File: src/shared/edl_pkg.sv
// Constants and carrier types for the divider nonvolatile load and lock block.
package edl_pkg;
    // Register map, word index on the plain register port.
    localparam logic [2:0] ADDR_DIV_HI = 3'h0;
    localparam logic [2:0] ADDR_DIV_LO = 3'h1;
    localparam logic [2:0] ADDR_NV_HI = 3'h2;
    localparam logic [2:0] ADDR_NV_LO = 3'h3;
    localparam logic [2:0] ADDR_EE_CTRL = 3'h4;
    // Field positions.
    localparam int LOCK_DIS_BIT = 7;
    localparam int DIV_HI_MSB = 2;
    localparam int CTRL_LATCH_BIT = 0;
    localparam int CTRL_ERASE_BIT = 1;
    localparam int CTRL_GO_BIT = 2;
    localparam int CTRL_BUSY_BIT = 3;
    // Widths and reset values.
    localparam int DIVISOR_W = 11;
    localparam logic [7:0] NV_ERASED = 8'hff;
    localparam logic [7:0] DIV_HI_RST = 8'h80;
    localparam logic [7:0] DIV_LO_RST = 8'h00;
    localparam logic [DIVISOR_W-1:0] CNT_RST = 11'h000;
    // One staged program or erase request on a nonvolatile byte.
    typedef struct packed {
        logic sel_hi;
        logic [7:0] data;
    } edl_nv_req_s;
endpackage : edl_pkg

File: src/hw/edl_divider_nv_lock.sv
// Divider nonvolatile load, lock and timebase logic behind a plain register port.
`timescale 1ns/1ps
`default_nettype none
module edl_divider_nv_lock (
    // Clock and reset.
    input wire logic CORE_CLK,
    input wire logic RESET_N,
    // Register port.
    input wire logic [2:0] REG_ADDR,
    input wire logic [7:0] REG_WDATA,
    input wire logic REG_WR,
    input wire logic REG_RD,
    output logic [7:0] REG_RDATA,
    // Divider outputs.
    output logic [edl_pkg::DIVISOR_W-1:0] DIVISOR,
    output logic TIMEBASE_TICK,
    output logic LOCK_ARMED
);
    // Nonvolatile storage has no reset; it powers up erased.
    logic [7:0] nv_hi_r = edl_pkg::NV_ERASED;
    logic [7:0] nv_lo_r = edl_pkg::NV_ERASED;
    logic [7:0] div_hi_r;
    logic [7:0] div_lo_r;
    logic load_pend_r;
    logic latch_r;
    logic erase_r;
    logic busy_r;
    edl_pkg::edl_nv_req_s req_r;
    logic [edl_pkg::DIVISOR_W-1:0] cnt_r;
    logic [7:0] rdata_r;

    // Address decode and write qualification.
    wire logic wr_hi = REG_WR && (REG_ADDR == edl_pkg::ADDR_DIV_HI);
    wire logic wr_lo = REG_WR && (REG_ADDR == edl_pkg::ADDR_DIV_LO);
    wire logic wr_nv_hi = REG_WR && (REG_ADDR == edl_pkg::ADDR_NV_HI);
    wire logic wr_nv_lo = REG_WR && (REG_ADDR == edl_pkg::ADDR_NV_LO);
    wire logic wr_ctrl = REG_WR && (REG_ADDR == edl_pkg::ADDR_EE_CTRL);
    wire logic lock_armed = !div_hi_r[edl_pkg::LOCK_DIS_BIT];
    wire logic div_wr_ok = !load_pend_r && !lock_armed && !latch_r;
    wire logic go_req = wr_ctrl && REG_WDATA[edl_pkg::CTRL_GO_BIT] && latch_r;
    wire logic go_ok = go_req && !lock_armed && !busy_r && !load_pend_r;
    wire logic [edl_pkg::DIVISOR_W-1:0] divisor = {div_hi_r[edl_pkg::DIV_HI_MSB:0], div_lo_r};
    // A count already past a freshly lowered divisor ends the period at once.
    // An equality test would instead run the counter round all eleven bits before the next tick.
    wire logic tick = (divisor != edl_pkg::CNT_RST) && (cnt_r >= divisor - 11'h001);
    wire logic op_done = busy_r && tick;
    wire logic [7:0] nv_sel = req_r.sel_hi ? nv_hi_r : nv_lo_r;
    // Programming only clears bits, as in an EEPROM cell; erase returns all ones.
    wire logic [7:0] nv_new = erase_r ? edl_pkg::NV_ERASED : (nv_sel & req_r.data);
    wire logic [7:0] ctrl_rd = {4'h0, busy_r, 1'b0, erase_r, latch_r};

    // Read selection; unmapped words read as zero.
    wire logic [7:0] rd_mux =
        (REG_ADDR == edl_pkg::ADDR_DIV_HI) ? div_hi_r :
        (REG_ADDR == edl_pkg::ADDR_DIV_LO) ? div_lo_r :
        (REG_ADDR == edl_pkg::ADDR_NV_HI) ? nv_hi_r :
        (REG_ADDR == edl_pkg::ADDR_NV_LO) ? nv_lo_r :
        (REG_ADDR == edl_pkg::ADDR_EE_CTRL) ? ctrl_rd : 8'h00;

    // Nonvolatile bytes change only at the end of an accepted operation, never by reset.
    always_ff @(posedge CORE_CLK) begin
        if (op_done && req_r.sel_hi) begin
            nv_hi_r <= nv_new;
        end
        if (op_done && !req_r.sel_hi) begin
            nv_lo_r <= nv_new;
        end
    end

    // A flop under async reset takes only a constant, so the copy runs one cycle after release.
    always_ff @(posedge CORE_CLK or negedge RESET_N) begin
        if (!RESET_N) begin
            load_pend_r <= 1'b1;
        end else begin
            load_pend_r <= 1'b0;
        end
    end

    // Volatile divider registers; a zero lock bit in storage reloads as zero forever.
    always_ff @(posedge CORE_CLK or negedge RESET_N) begin
        if (!RESET_N) begin
            div_hi_r <= edl_pkg::DIV_HI_RST;
            div_lo_r <= edl_pkg::DIV_LO_RST;
        end else if (load_pend_r) begin
            div_hi_r <= nv_hi_r;
            div_lo_r <= nv_lo_r;
        end else begin
            if (wr_hi && div_wr_ok) begin
                div_hi_r <= REG_WDATA;
            end
            if (wr_lo && div_wr_ok) begin
                div_lo_r <= REG_WDATA;
            end
        end
    end

    // Latch, mode and staged request; control writes are ignored while busy, so a started operation cannot be cancelled.
    always_ff @(posedge CORE_CLK or negedge RESET_N) begin
        if (!RESET_N) begin
            latch_r <= 1'b0;
            erase_r <= 1'b0;
            busy_r <= 1'b0;
            req_r <= '0;
        end else begin
            if (wr_ctrl && !busy_r) begin
                latch_r <= REG_WDATA[edl_pkg::CTRL_LATCH_BIT];
                erase_r <= REG_WDATA[edl_pkg::CTRL_ERASE_BIT];
            end
            if ((wr_nv_hi || wr_nv_lo) && latch_r && !busy_r) begin
                req_r <= '{sel_hi: wr_nv_hi, data: REG_WDATA};
            end
            if (op_done) begin
                busy_r <= 1'b0;
            end else if (go_ok) begin
                busy_r <= 1'b1;
            end
        end
    end

    // Timebase counter; a zero divisor stops the tick rather than dividing by zero.
    always_ff @(posedge CORE_CLK or negedge RESET_N) begin
        if (!RESET_N) begin
            cnt_r <= edl_pkg::CNT_RST;
        end else if (tick || divisor == edl_pkg::CNT_RST) begin
            cnt_r <= edl_pkg::CNT_RST;
        end else begin
            cnt_r <= cnt_r + 11'h001;
        end
    end

    // Read data stand only in the cycle after the read strobe.
    always_ff @(posedge CORE_CLK or negedge RESET_N) begin
        if (!RESET_N) begin
            rdata_r <= 8'h00;
        end else begin
            rdata_r <= REG_RD ? rd_mux : 8'h00;
        end
    end

    // Outputs.
    assign REG_RDATA = rdata_r;
    assign DIVISOR = divisor;
    assign TIMEBASE_TICK = tick;
    assign LOCK_ARMED = lock_armed;
endmodule : edl_divider_nv_lock
`default_nettype wire

File: config.mk
export PLATFORM = sky130hd
export DESIGN_NAME = edl_divider_nv_lock
export DESIGN_NICKNAME = d
export VERILOG_FILES = /design/src/shared/edl_pkg.sv /design/src/hw/edl_divider_nv_lock.sv
export SDC_FILE = /design/constraint.sdc
export NUM_CORES = 1
export LEC_CHECK = 0
export ABC_CLOCK_PERIOD_IN_PS = 4400
export BUFFER_PORTS_ARGS = -buffer_cell sky130_fd_sc_hd__buf_4
export CORE_ASPECT_RATIO = 0.7
export CORE_MARGIN = 2
export CORE_UTILIZATION = 43
export DETAILED_ROUTE_END_ITERATION = 16
export GPL_TIMING_DRIVEN = 0
export PLACE_DENSITY = 0.63
export SLEW_MARGIN = 20
export SYNTH_ARGS = -nofsm -noshare
export SYNTH_HDL_FRONTEND = slang
export SYNTH_SLANG_ARGS = --single-unit
export TNS_END_PERCENT = 1
File: constraint.sdc
create_clock -name CORE_CLK -period 4.4 [get_ports CORE_CLK]
set_clock_uncertainty 0.05 [all_clocks]
set_input_delay 0.88 -clock CORE_CLK [delete_from_list [all_inputs] [get_ports CORE_CLK]]
set_output_delay 0.88 -clock CORE_CLK [all_outputs]
set_load 0.1 [all_outputs]
After elaboration in Yosys (flattened, before gate mapping)
Cells that the tools add are included.
{"block": "op_classes", "addsub": 2, "eq_ne": 4, "n_mux": 15, "reduce_logical": 34, "bitwise_logic": 1, "n_lt_le_gt_ge": 1}
{"cell": "$mux W8", "n": 11}
{"cell": "$logic_and A1 B1 Y1", "n": 21}
{"cell": "$add A11 B1 Y11 const B", "n": 1}
{"cell": "$ge A11 B11 Y1", "n": 1}
{"cell": "$logic_not A11 Y1", "n": 1}
{"cell": "$mux W11", "n": 1}
{"cell": "$reduce_bool A11 Y1", "n": 1}
{"cell": "$sub A11 B1 Y11 const B", "n": 1}
{"cell": "$and A8 B8 Y8", "n": 1}
{"cell": "$eq A3 B2 Y1 const B", "n": 2}
{"cell": "$reduce_bool A2 Y1", "n": 3}
{"cell": "$logic_not A1 Y1", "n": 5}
{"cell": "$mux W4", "n": 1}
{"cell": "$eq A3 B1 Y1 const B", "n": 1}
{"cell": "$eq A3 B3 Y1 const B", "n": 1}
{"cell": "$logic_not A3 Y1", "n": 1}
{"cell": "$logic_or A1 B1 Y1", "n": 2}
{"cell": "$mux W1", "n": 2}
{"block": "word_totals", "in_bits": 15, "elab_cells": 69, "reg_bits": 64}

Depth between registers and ports, before layout
Gate-level depths: netlist of the first run.
{"block": "depth", "depth_word": 9, "ltp_mapped": 13, "depth_no_buf": 11}

Least setup slack after synthesis of the first run
OpenSTA, ideal clock, no wires.
{"block": "synth_timing", "path_kind": "reg-to-output", "start": "register div_lo_r[0]", "end": "output port TIMEBASE_TICK", "path_slack_ns": -0.691, "n_path_buf": 1, "path_stages_with_launch": 12, "required_ns": 3.470, "arrival_time_ns": 4.161, "path_cell_list": "dfrtp_1 -> inv_1 -> ha_1 -> or3b_1 -> clkbuf_1 -> nor3_1 -> xnor2_1 -> ha_1 -> and3_1 -> a41oi_1 -> o211a_1 -> nor2_1"}
{"block": "synth_via", "elab_chain_len": 3}
{"element": "start, declared", "line": "edl_divider_nv_lock.sv:23", "rtl": "logic [7:0] div_lo_r;"}
{"element": "start signal, assigned", "line": "edl_divider_nv_lock.sv:83", "rtl": "div_lo_r <= edl_pkg::DIV_LO_RST;"}
{"element": "start signal, assigned", "line": "edl_divider_nv_lock.sv:86", "rtl": "div_lo_r <= nv_lo_r;"}
{"element": "$sub A11 B1 Y11", "line": "edl_divider_nv_lock.sv:45", "rtl": "wire logic tick = (divisor != edl_pkg::CNT_RST) && (cnt_r >= divisor - 11'h001);"}
{"element": "$ge A11 B11 Y1", "line": "edl_divider_nv_lock.sv:45"}
{"element": "$logic_and A1 B1 Y1 (*)", "line": "edl_divider_nv_lock.sv:45"}
{"element": "end, declared", "line": "edl_divider_nv_lock.sv:16", "rtl": "output logic TIMEBASE_TICK,"}
Mark *: on every way between the ends. The rest lies on a longest branch, timed or not.

Worst setup path after layout of the first run
Same ends and word-level chain as after synthesis.

==> out/qor.yml, run 1 <==
floorplanning:
  die_area_um2: 8540
  pin_count: 36
  die-height_um: 77.9
  core_area_um2: 7420
  fp.dieW_um: 110
  rows: 26
  start_util_pct: 45.3
clock_network:
  path_clk_slew_ns: 0.07
  cts-root-buf: "clkbuf_8"
  cts_buffer_depth: 2
  cts_tree: "done"
  cts-hold-fix-buffers: 0
  clock_sinks: 64
  cts_inserted_buffers: 9
  clkLatencyLatePin_ns: 0.35
  cts_max_level: 3
synth:
  async_reset_ff_share_pct: 75.0
  yosys-top-cells-count: "46 x dfrtp_1, 32 x o21ai_0, 29 x nor2_1"
  synth-seq-cells: 64
  synth.most_common_cell: "dfrtp_1"
  synth_warnings: 0
  synth_top_family_by_area: "simple AND/OR/NAND/NOR gates"
  syn_inst: 310
  synth_edf_count: 16
  synth_ff_type: "dfrtp_1"
  synth_compound_gate_area_share_pct: 12.0
  yosysSeqAreaShare_pct: 50.1
  synth.area.mux_share_pct: 12.0
  synth_nets: 338
  yosys.area.top_type: "dfrtp_1"
  avgSynthCellArea_um2: 10.8
  synthSimpleGateAreaFrac_pct: 13.1
  syn_area_um2: 3360
  yosysUniqueCellTypes: 48
  synth-xor-area-share_pct: 4.43
  synthAdderAreaFrac_pct: 4.84
  yosysTopAreaCellShare_pct: 34.3
  ys_top_cells_by_area: "dfrtp_1 34%, edfxtp_1 14%, mux2i_1 6.3%"
pwr:
  ir_worst_vdd_uv: 237
  power_mw: 1.87
  p_leak_nw: 1.88
  p_per_area_nw_per_um2: 470
placed_design:
  dp.cells: 445
  dp_hpwl_mm: 5.90
  numPortBuffers: 35
  postPlaceCellArea_um2: 3780
  gp_congestion: 0.906
detailed_routing:
  drt_iter0_drc: 133
  wl_per_cell_um: 17.7
  postRouteAntennaNets: 0
  remaining_drc_errors: 0
  vias_per_cell: 5.43
  vias: 2513
  first_pass_iters: 5
  drt_wl_total_mm: 8.19
run_status:
  status: "finished, final reports clean"
critical_path:
  cp_max_fo: 5
  crit_type: "flip-flop to primary output"
  setup.worst_path.end_class: "primary output"
  critPathRequiredTime_ns: 3.47
  critPathArrivalTime_ns: 3.37
  cp-start-kind: "flip-flop"
finish:
  multi_input_area_um2: 1590
  instances_no_fill: 463
  layout-drive-gt1-share_pct: 24.7
  syn2layout_area_growth_pct: 18.7
  fin_area_um2: 3990
  layout.nets: 388
  n_fill_cell: 683
  register_area_um2: 1680
  num_antenna_cells: 0
sta:
  timing.fmax_ghz: 0.233
  period_minus_slack_ns: 4.30
  slew_violations: 0
  relSlewSlack_pct: 45.8
  hold_viol: 0
  setup_violations: 0
  finalCritPeriodShare_pct: 97.7
  tightest_slew_ns: 0.813
  finalSetupTns_ns: 0
  rsz0062_at_grt: "no"
run:
  drv_cap: 0
grt:
  grt_overflow_total: 0
  grt_max_degree: 49
  grt_use_total_pct: 20.8
  grt_pass1_vias: 2297
  grt_pass1_wl_mm: 12.8
  antenna_found_initial: 0
worst_hold_path:
  min_path_type: "flip-flop to flip-flop"
where the power goes:
| group | internal [mW] | switching, mW | leakage, nW | total [mW] |
|---|---|---|---|---|
| Combinational | 0.234 | 0.346 | 1.03 | 0.580 |
| Sequential | 0.743 | 0.0933 | 0.754 | 0.836 |
| Clock | 0.234 | 0.223 | 0.0894 | 0.457 |
sequential cells by signal (all words and copies together), names as in the netlist:
name         count
div_lo_r         8
cnt_r           11
nv_lo_r          8
busy_r           1
div_hi_r         8
req_r            9
erase_r          1
latch_r          1
REG_RDATA        8
nv_hi_r          8
load_pend_r      1
cells in the final DEF (no fill, tap or decap), types with 3 or more instances in the layout:
cell / synthesis / final
nand3_1: 7 / 7
edfxtp_1: 16 / 16
xor2_1: 6 / 6
a21o_1: 11 / 11
buf_4: 3 / 43
mux2i_1: 21 / 21
xnor2_1: 11 / 11
nor2b_1: 5 / 5
clkbuf_1: 10 / 11
inv_1: 7 / 7
and3_1: 3 / 3
nor2_1: 29 / 28
clkbuf_8: 0 / 11
a211oi_1: 5 / 5
o21ai_0: 32 / 32
dfrtp_1: 46 / 46
ha_1: 13 / 13
nand2_1: 24 / 24
a21oi_1: 6 / 6
mux2_2: 17 / 17
routing by layer:
layer / global-route usage, % / share of wire [%]
met5: 0 / 0
met4: 7.09 / 1.1
met3: 6.81 / 7.8
met2: 26.5 / 40
met1: 32.4 / 51
final cells by class:
| type | instances | share of cell area (%) |
|---|---|---|
| timing repair buffer | 40 | 7.54 |
| sequential | 64 | 42.3 |
| buffer | 17 | 2.17 |
| clock buffer | 13 | 3.99 |
| tap | 98 | 3.08 |
| clock inverter | 3 | 0.440 |
| multi-input combinational | 221 | 39.9 |
| inverter | 7 | 0.659 |
cell families (layout without fill, tap and decap cells):
logic type	count (synthesis)	count (layout)
multiplexers	38	38
other	1	1
flip-flops	64	64
AND/OR/NAND/NOR	88	88
buffers and inverters	25	80
XOR/XNOR	17	17
AO/OA/AOI/OAI	64	64
adder cells (fa/ha/maj)	13	13
through the flow:
step	hold WS, ns	setup slack [ns]	utilization (%)
floorplan	0.393	0.0574	-
global placement	0.417	-0.611	50.6
detailed placement	0.421	0.353	50.9
CTS	0.430	0.00600	53.4
global route	0.455	0.00344	53.7
finish	0.425	0.0999	53.7
worst max-delay path: stages, from the launching register on:
cell	delay [ns]
dfrtp_1	0.43
inv_1	0.11
ha_1	0.18
or3b_1	0.50
nor3_2	0.20
xnor2_1	0.15
ha_1	0.26
and3_1	0.20
a221o_1	0.39
nand3_1	0.14
o211a_4	0.21
nor2_4	0.03
buf_4	0.22
path summary, 6_finish.rpt:
| kind | from | end | slack, ns | depth (start not counted) |
|---|---|---|---|---|
| worst max-delay path | div_lo_r[0] | TIMEBASE_TICK | 0.1 | 12 |
| worst min-delay path | cnt_r[0] | cnt_r[0] | 0.43 | 1 |
| worst max register to register | div_lo_r[0] | nv_lo_r[1] | 0.54 | 11 |
| worst min register to register | cnt_r[0] | cnt_r[0] | 0.43 | 1 |
| max in group asynchronous | RESET_N | REG_RDATA[0] | 3.37 | 1 |
| min in group asynchronous | RESET_N | cnt_r[2] | 0.50 | 1 |
what timing repair did:
action	in CTS	in global routing
endpoints found under the hold margin	0	0
resized for setup	1	1
pin swaps	0	1
endpoints found under the setup margin	1	1
buffers inserted	0	3
No activity file was read; power rests on OpenSTA's default activity.
==> run 2, diff against run 1 <==
--- a/config.mk
+++ b/config.mk
@@ -12,6 +12,7 @@
 export CORE_UTILIZATION = 43
 export DETAILED_ROUTE_END_ITERATION = 16
 export GPL_TIMING_DRIVEN = 0
+export MAX_ROUTING_LAYER = met4
 export PLACE_DENSITY = 0.63
 export SLEW_MARGIN = 20
 export SYNTH_ARGS = -nofsm -noshare
==> run 2 against run 1 <==
  * Critical path depth is the same
  * Sequential cell count unchanged
  * Combinational power about the same
  * Non-clock buffer count did not move
  * Wire length is 0.12% lower
  * Clock power hardly changed
  * Worst setup slack improved by 0.016 ns
  * Worst hold slack worse by 0.0028 ns
==> out/qor.yml, run 2 (synthesis gave the netlist of run 1 again) <==
floorplanning:
  die-height_um: 77.9  # unchanged
  die_area_um2: 8540  # unchanged
  core_area_um2: 7420  # unchanged
  pin_count: 36  # unchanged
  fp.dieW_um: 110  # unchanged
  start_util_pct: 45.3  # unchanged
  rows: 26  # unchanged
finish:
  instances_no_fill: 463  # unchanged
  n_fill_cell: 683  # unchanged
  top_register: "cnt_r"
  layout.nets: 388  # unchanged
  syn2layout_area_growth_pct: 18.7  # unchanged
  largestRegisters: "cnt_r x11, req_r x9"
  largest_reg_flops: 11  # unchanged
  num_antenna_cells: 0  # unchanged
  layout-drive-gt1-share_pct: 24.7  # unchanged
  most-common-layout-cells: "46 x dfrtp_1, 43 x buf_4, 32 x o21ai_0, 28 x nor2_1, 24 x nand2_1"
  final_common_cell: "dfrtp_1"
run_status:
  status: "finished, final reports clean"
critical_path:
  setup.worst_path.end_class: "primary output"
  cp_max_fo: 5  # unchanged
  critPathArrivalTime_ns: 3.35  # -0.02 ns
  cp-start-kind: "flip-flop"
  crit_type: "flip-flop to primary output"
  critPathRequiredTime_ns: 3.47  # about the same
  rrSetupSlack_ns: 0.55  # about the same
  critical-path-max-stage-delay_ns: 0.50  # about the same
  r2r_start: "div_lo_r[0]"
  reg2reg_depth: 11  # unchanged
  path_cells: "inv_1 > ha_1 > or3b_1 > nor3_2 > xnor2_1 > ha_1 > and3_1 > a221o_1 > nand3_1 > o211a_4 > nor2_4 > buf_4"
  crit_path_frequent_cell: "ha_1"
  slowest_stage: "or3b_1"
  r2r-end: "nv_lo_r[1]"
detailed_routing:
  first_pass_iters: 4  # -1
  vias_per_cell: 5.37  # -1.1%
  postRouteAntennaNets: 0  # unchanged
  drt_wl_total_mm: 8.18  # -0.12%
  remaining_drc_errors: 0  # unchanged
  wl_per_cell_um: 17.7  # -0.12%
  drt_iter0_drc: 150  # +13%
  vias: 2486  # -1.1%
clock_network:
  cts_buffer_depth: 2  # unchanged
  cts_inserted_buffers: 9  # unchanged
  path_clk_slew_ns: 0.07  # about the same
  clkLatencyLatePin_ns: 0.35  # about the same
  cts-hold-fix-buffers: 0  # unchanged
  clock_sinks: 64  # unchanged
  cts_tree: "done"
  cts-root-buf: "clkbuf_8"
  cts_max_level: 3  # unchanged
placed_design:
  dp_hpwl_mm: 5.90  # unchanged
  gp_congestion: 0.922  # +1.7%
  dp.cells: 445  # unchanged
  place_worst_setup_slack_ns: 0.353  # unchanged
  numPortBuffers: 35  # unchanged
grt:
  grt_overflow_total: 0  # unchanged
  grt_max_degree: 49  # unchanged
  grt_pass1_vias: 2287  # -0.44%
  antenna_found_initial: 0  # unchanged
  grt_use_total_pct: 21.4  # +0.61 points
  grt_pass1_wl_mm: 12.8  # +0.11%
sta:
  rsz0062_at_grt: "no"
  finalSetupTns_ns: 0  # unchanged
  timing.fmax_ghz: 0.233  # +0.38%
  period_minus_slack_ns: 4.28  # -0.0162 ns
  slew_violations: 0  # unchanged
  relSlewSlack_pct: 49.3  # +3.5 points
  setup_violations: 0  # unchanged
  finalCritPeriodShare_pct: 97.4  # -0.37 points
  hold_viol: 0  # unchanged
  setup_slack_ns: 0.116  # +0.0162 ns
  holdWs_ns: 0.423  # -0.00284 ns
  tightest_slew_ns: 0.760  # -0.0527 ns
pwr:
  ir_worst_vdd_uv: 237  # about the same
  share_clk_of_total_power_pct: 24.4  # about the same
  combPwrFrac_pct: 30.9  # about the same
  p_per_area_nw_per_um2: 470  # about the same
  seqPwrFrac_pct: 44.6  # about the same
  p_sw_share_pct: 35.4  # +0.058 points
  p_leak_nw: 1.88  # unchanged
  power_switching_mw: 0.664  # +0.25%
  p_int_mw: 1.21  # about the same
run:
  drv_cap: 0  # unchanged
worst_hold_path:
  holdCritStartpoint: "cnt_r[0]"
  holdPathStages: 1  # unchanged
  whs_endpoint: "cnt_r[0]"
  min_path_type: "flip-flop to flip-flop"
run 2: cell counts in the layout (fill, tap and decap cells not counted):
No cell type changed its count.
run 2: worst max-delay path by stage:
stage                           start            end  slack [ns]  depth (start not counted)
after global placement    div_lo_r[0]     nv_lo_r[6]       -0.61                         11
after detailed placement  div_lo_r[0]  TIMEBASE_TICK        0.35                         13
after global routing      div_lo_r[0]  TIMEBASE_TICK       0.003                         12
final                     div_lo_r[0]  TIMEBASE_TICK        0.12                         12
after floorplan           div_lo_r[0]     nv_lo_r[0]        0.06                         11
after CTS                 div_lo_r[0]  TIMEBASE_TICK       0.006                         12
run 2: critical path: cells and delay by family (launching register included):
family	cells	cell delay (ns)
and+or+nand+nor	5	1.07
AOI/OAI and AO/OA	2	0.60
DFF	1	0.43
adders and majority gates	2	0.43
buffers and inverters	2	0.33
xor gates and xnor gates	1	0.14
run 2: metrics by stage:
stage                     total power, mW  utilization (%)  cell area (µm²)
final                                1.87             53.7             3990
after global routing                 1.99             53.7             3990
after CTS                            1.89             53.4             3960
after detailed placement             1.42             50.9             3780
after global placement               1.41             50.6             3750
after floorplan                      1.26                -             3370
run 2: power groups by stage:
| stage | Clock [mW] | Combinational (mW) | Sequential (mW) |
|---|---|---|---|
| final | 0.458 | 0.579 | 0.837 |
| after floorplan | 0 | 0.364 | 0.900 |
| after CTS | 0.469 | 0.581 | 0.835 |
| after detailed placement | 0 | 0.576 | 0.847 |
| after global placement | 0 | 0.562 | 0.844 |
| after global routing | 0.494 | 0.640 | 0.851 |
run 2: per-layer routing:
metal | up-vias | wire [µm] | global-route usage, %
met3 | 12 | 801 | 6.81
li1 | 1213 | - | -
met2 | 87 | 3270 | 26.5
met4 | 0 | 112 | 7.09
met1 | 1174 | 4000 | 32.4
met5 | - | 0 | -
run 2: repair_timing:
item / 4_1_cts / 5_1_grt
endpoints found under the setup margin: 1 / 1
pin swaps: 0 / 1
resized for setup: 1 / 1
buffers inserted: 0 / 3
cloned: 0 / 0
run 2: cell type report:
type | count | area (µm²) | share of cell area, %
flip-flops and latches | 64 | 1680 | 42.3
multi-input cells | 221 | 1590 | 39.9
repair buffers | 40 | 300 | 7.54
clock buffers | 13 | 159 | 3.99
well taps | 98 | 123 | 3.08
plain buffers | 17 | 86.3 | 2.17
inverters | 7 | 26.3 | 0.659
clock inverters | 3 | 17.5 | 0.440
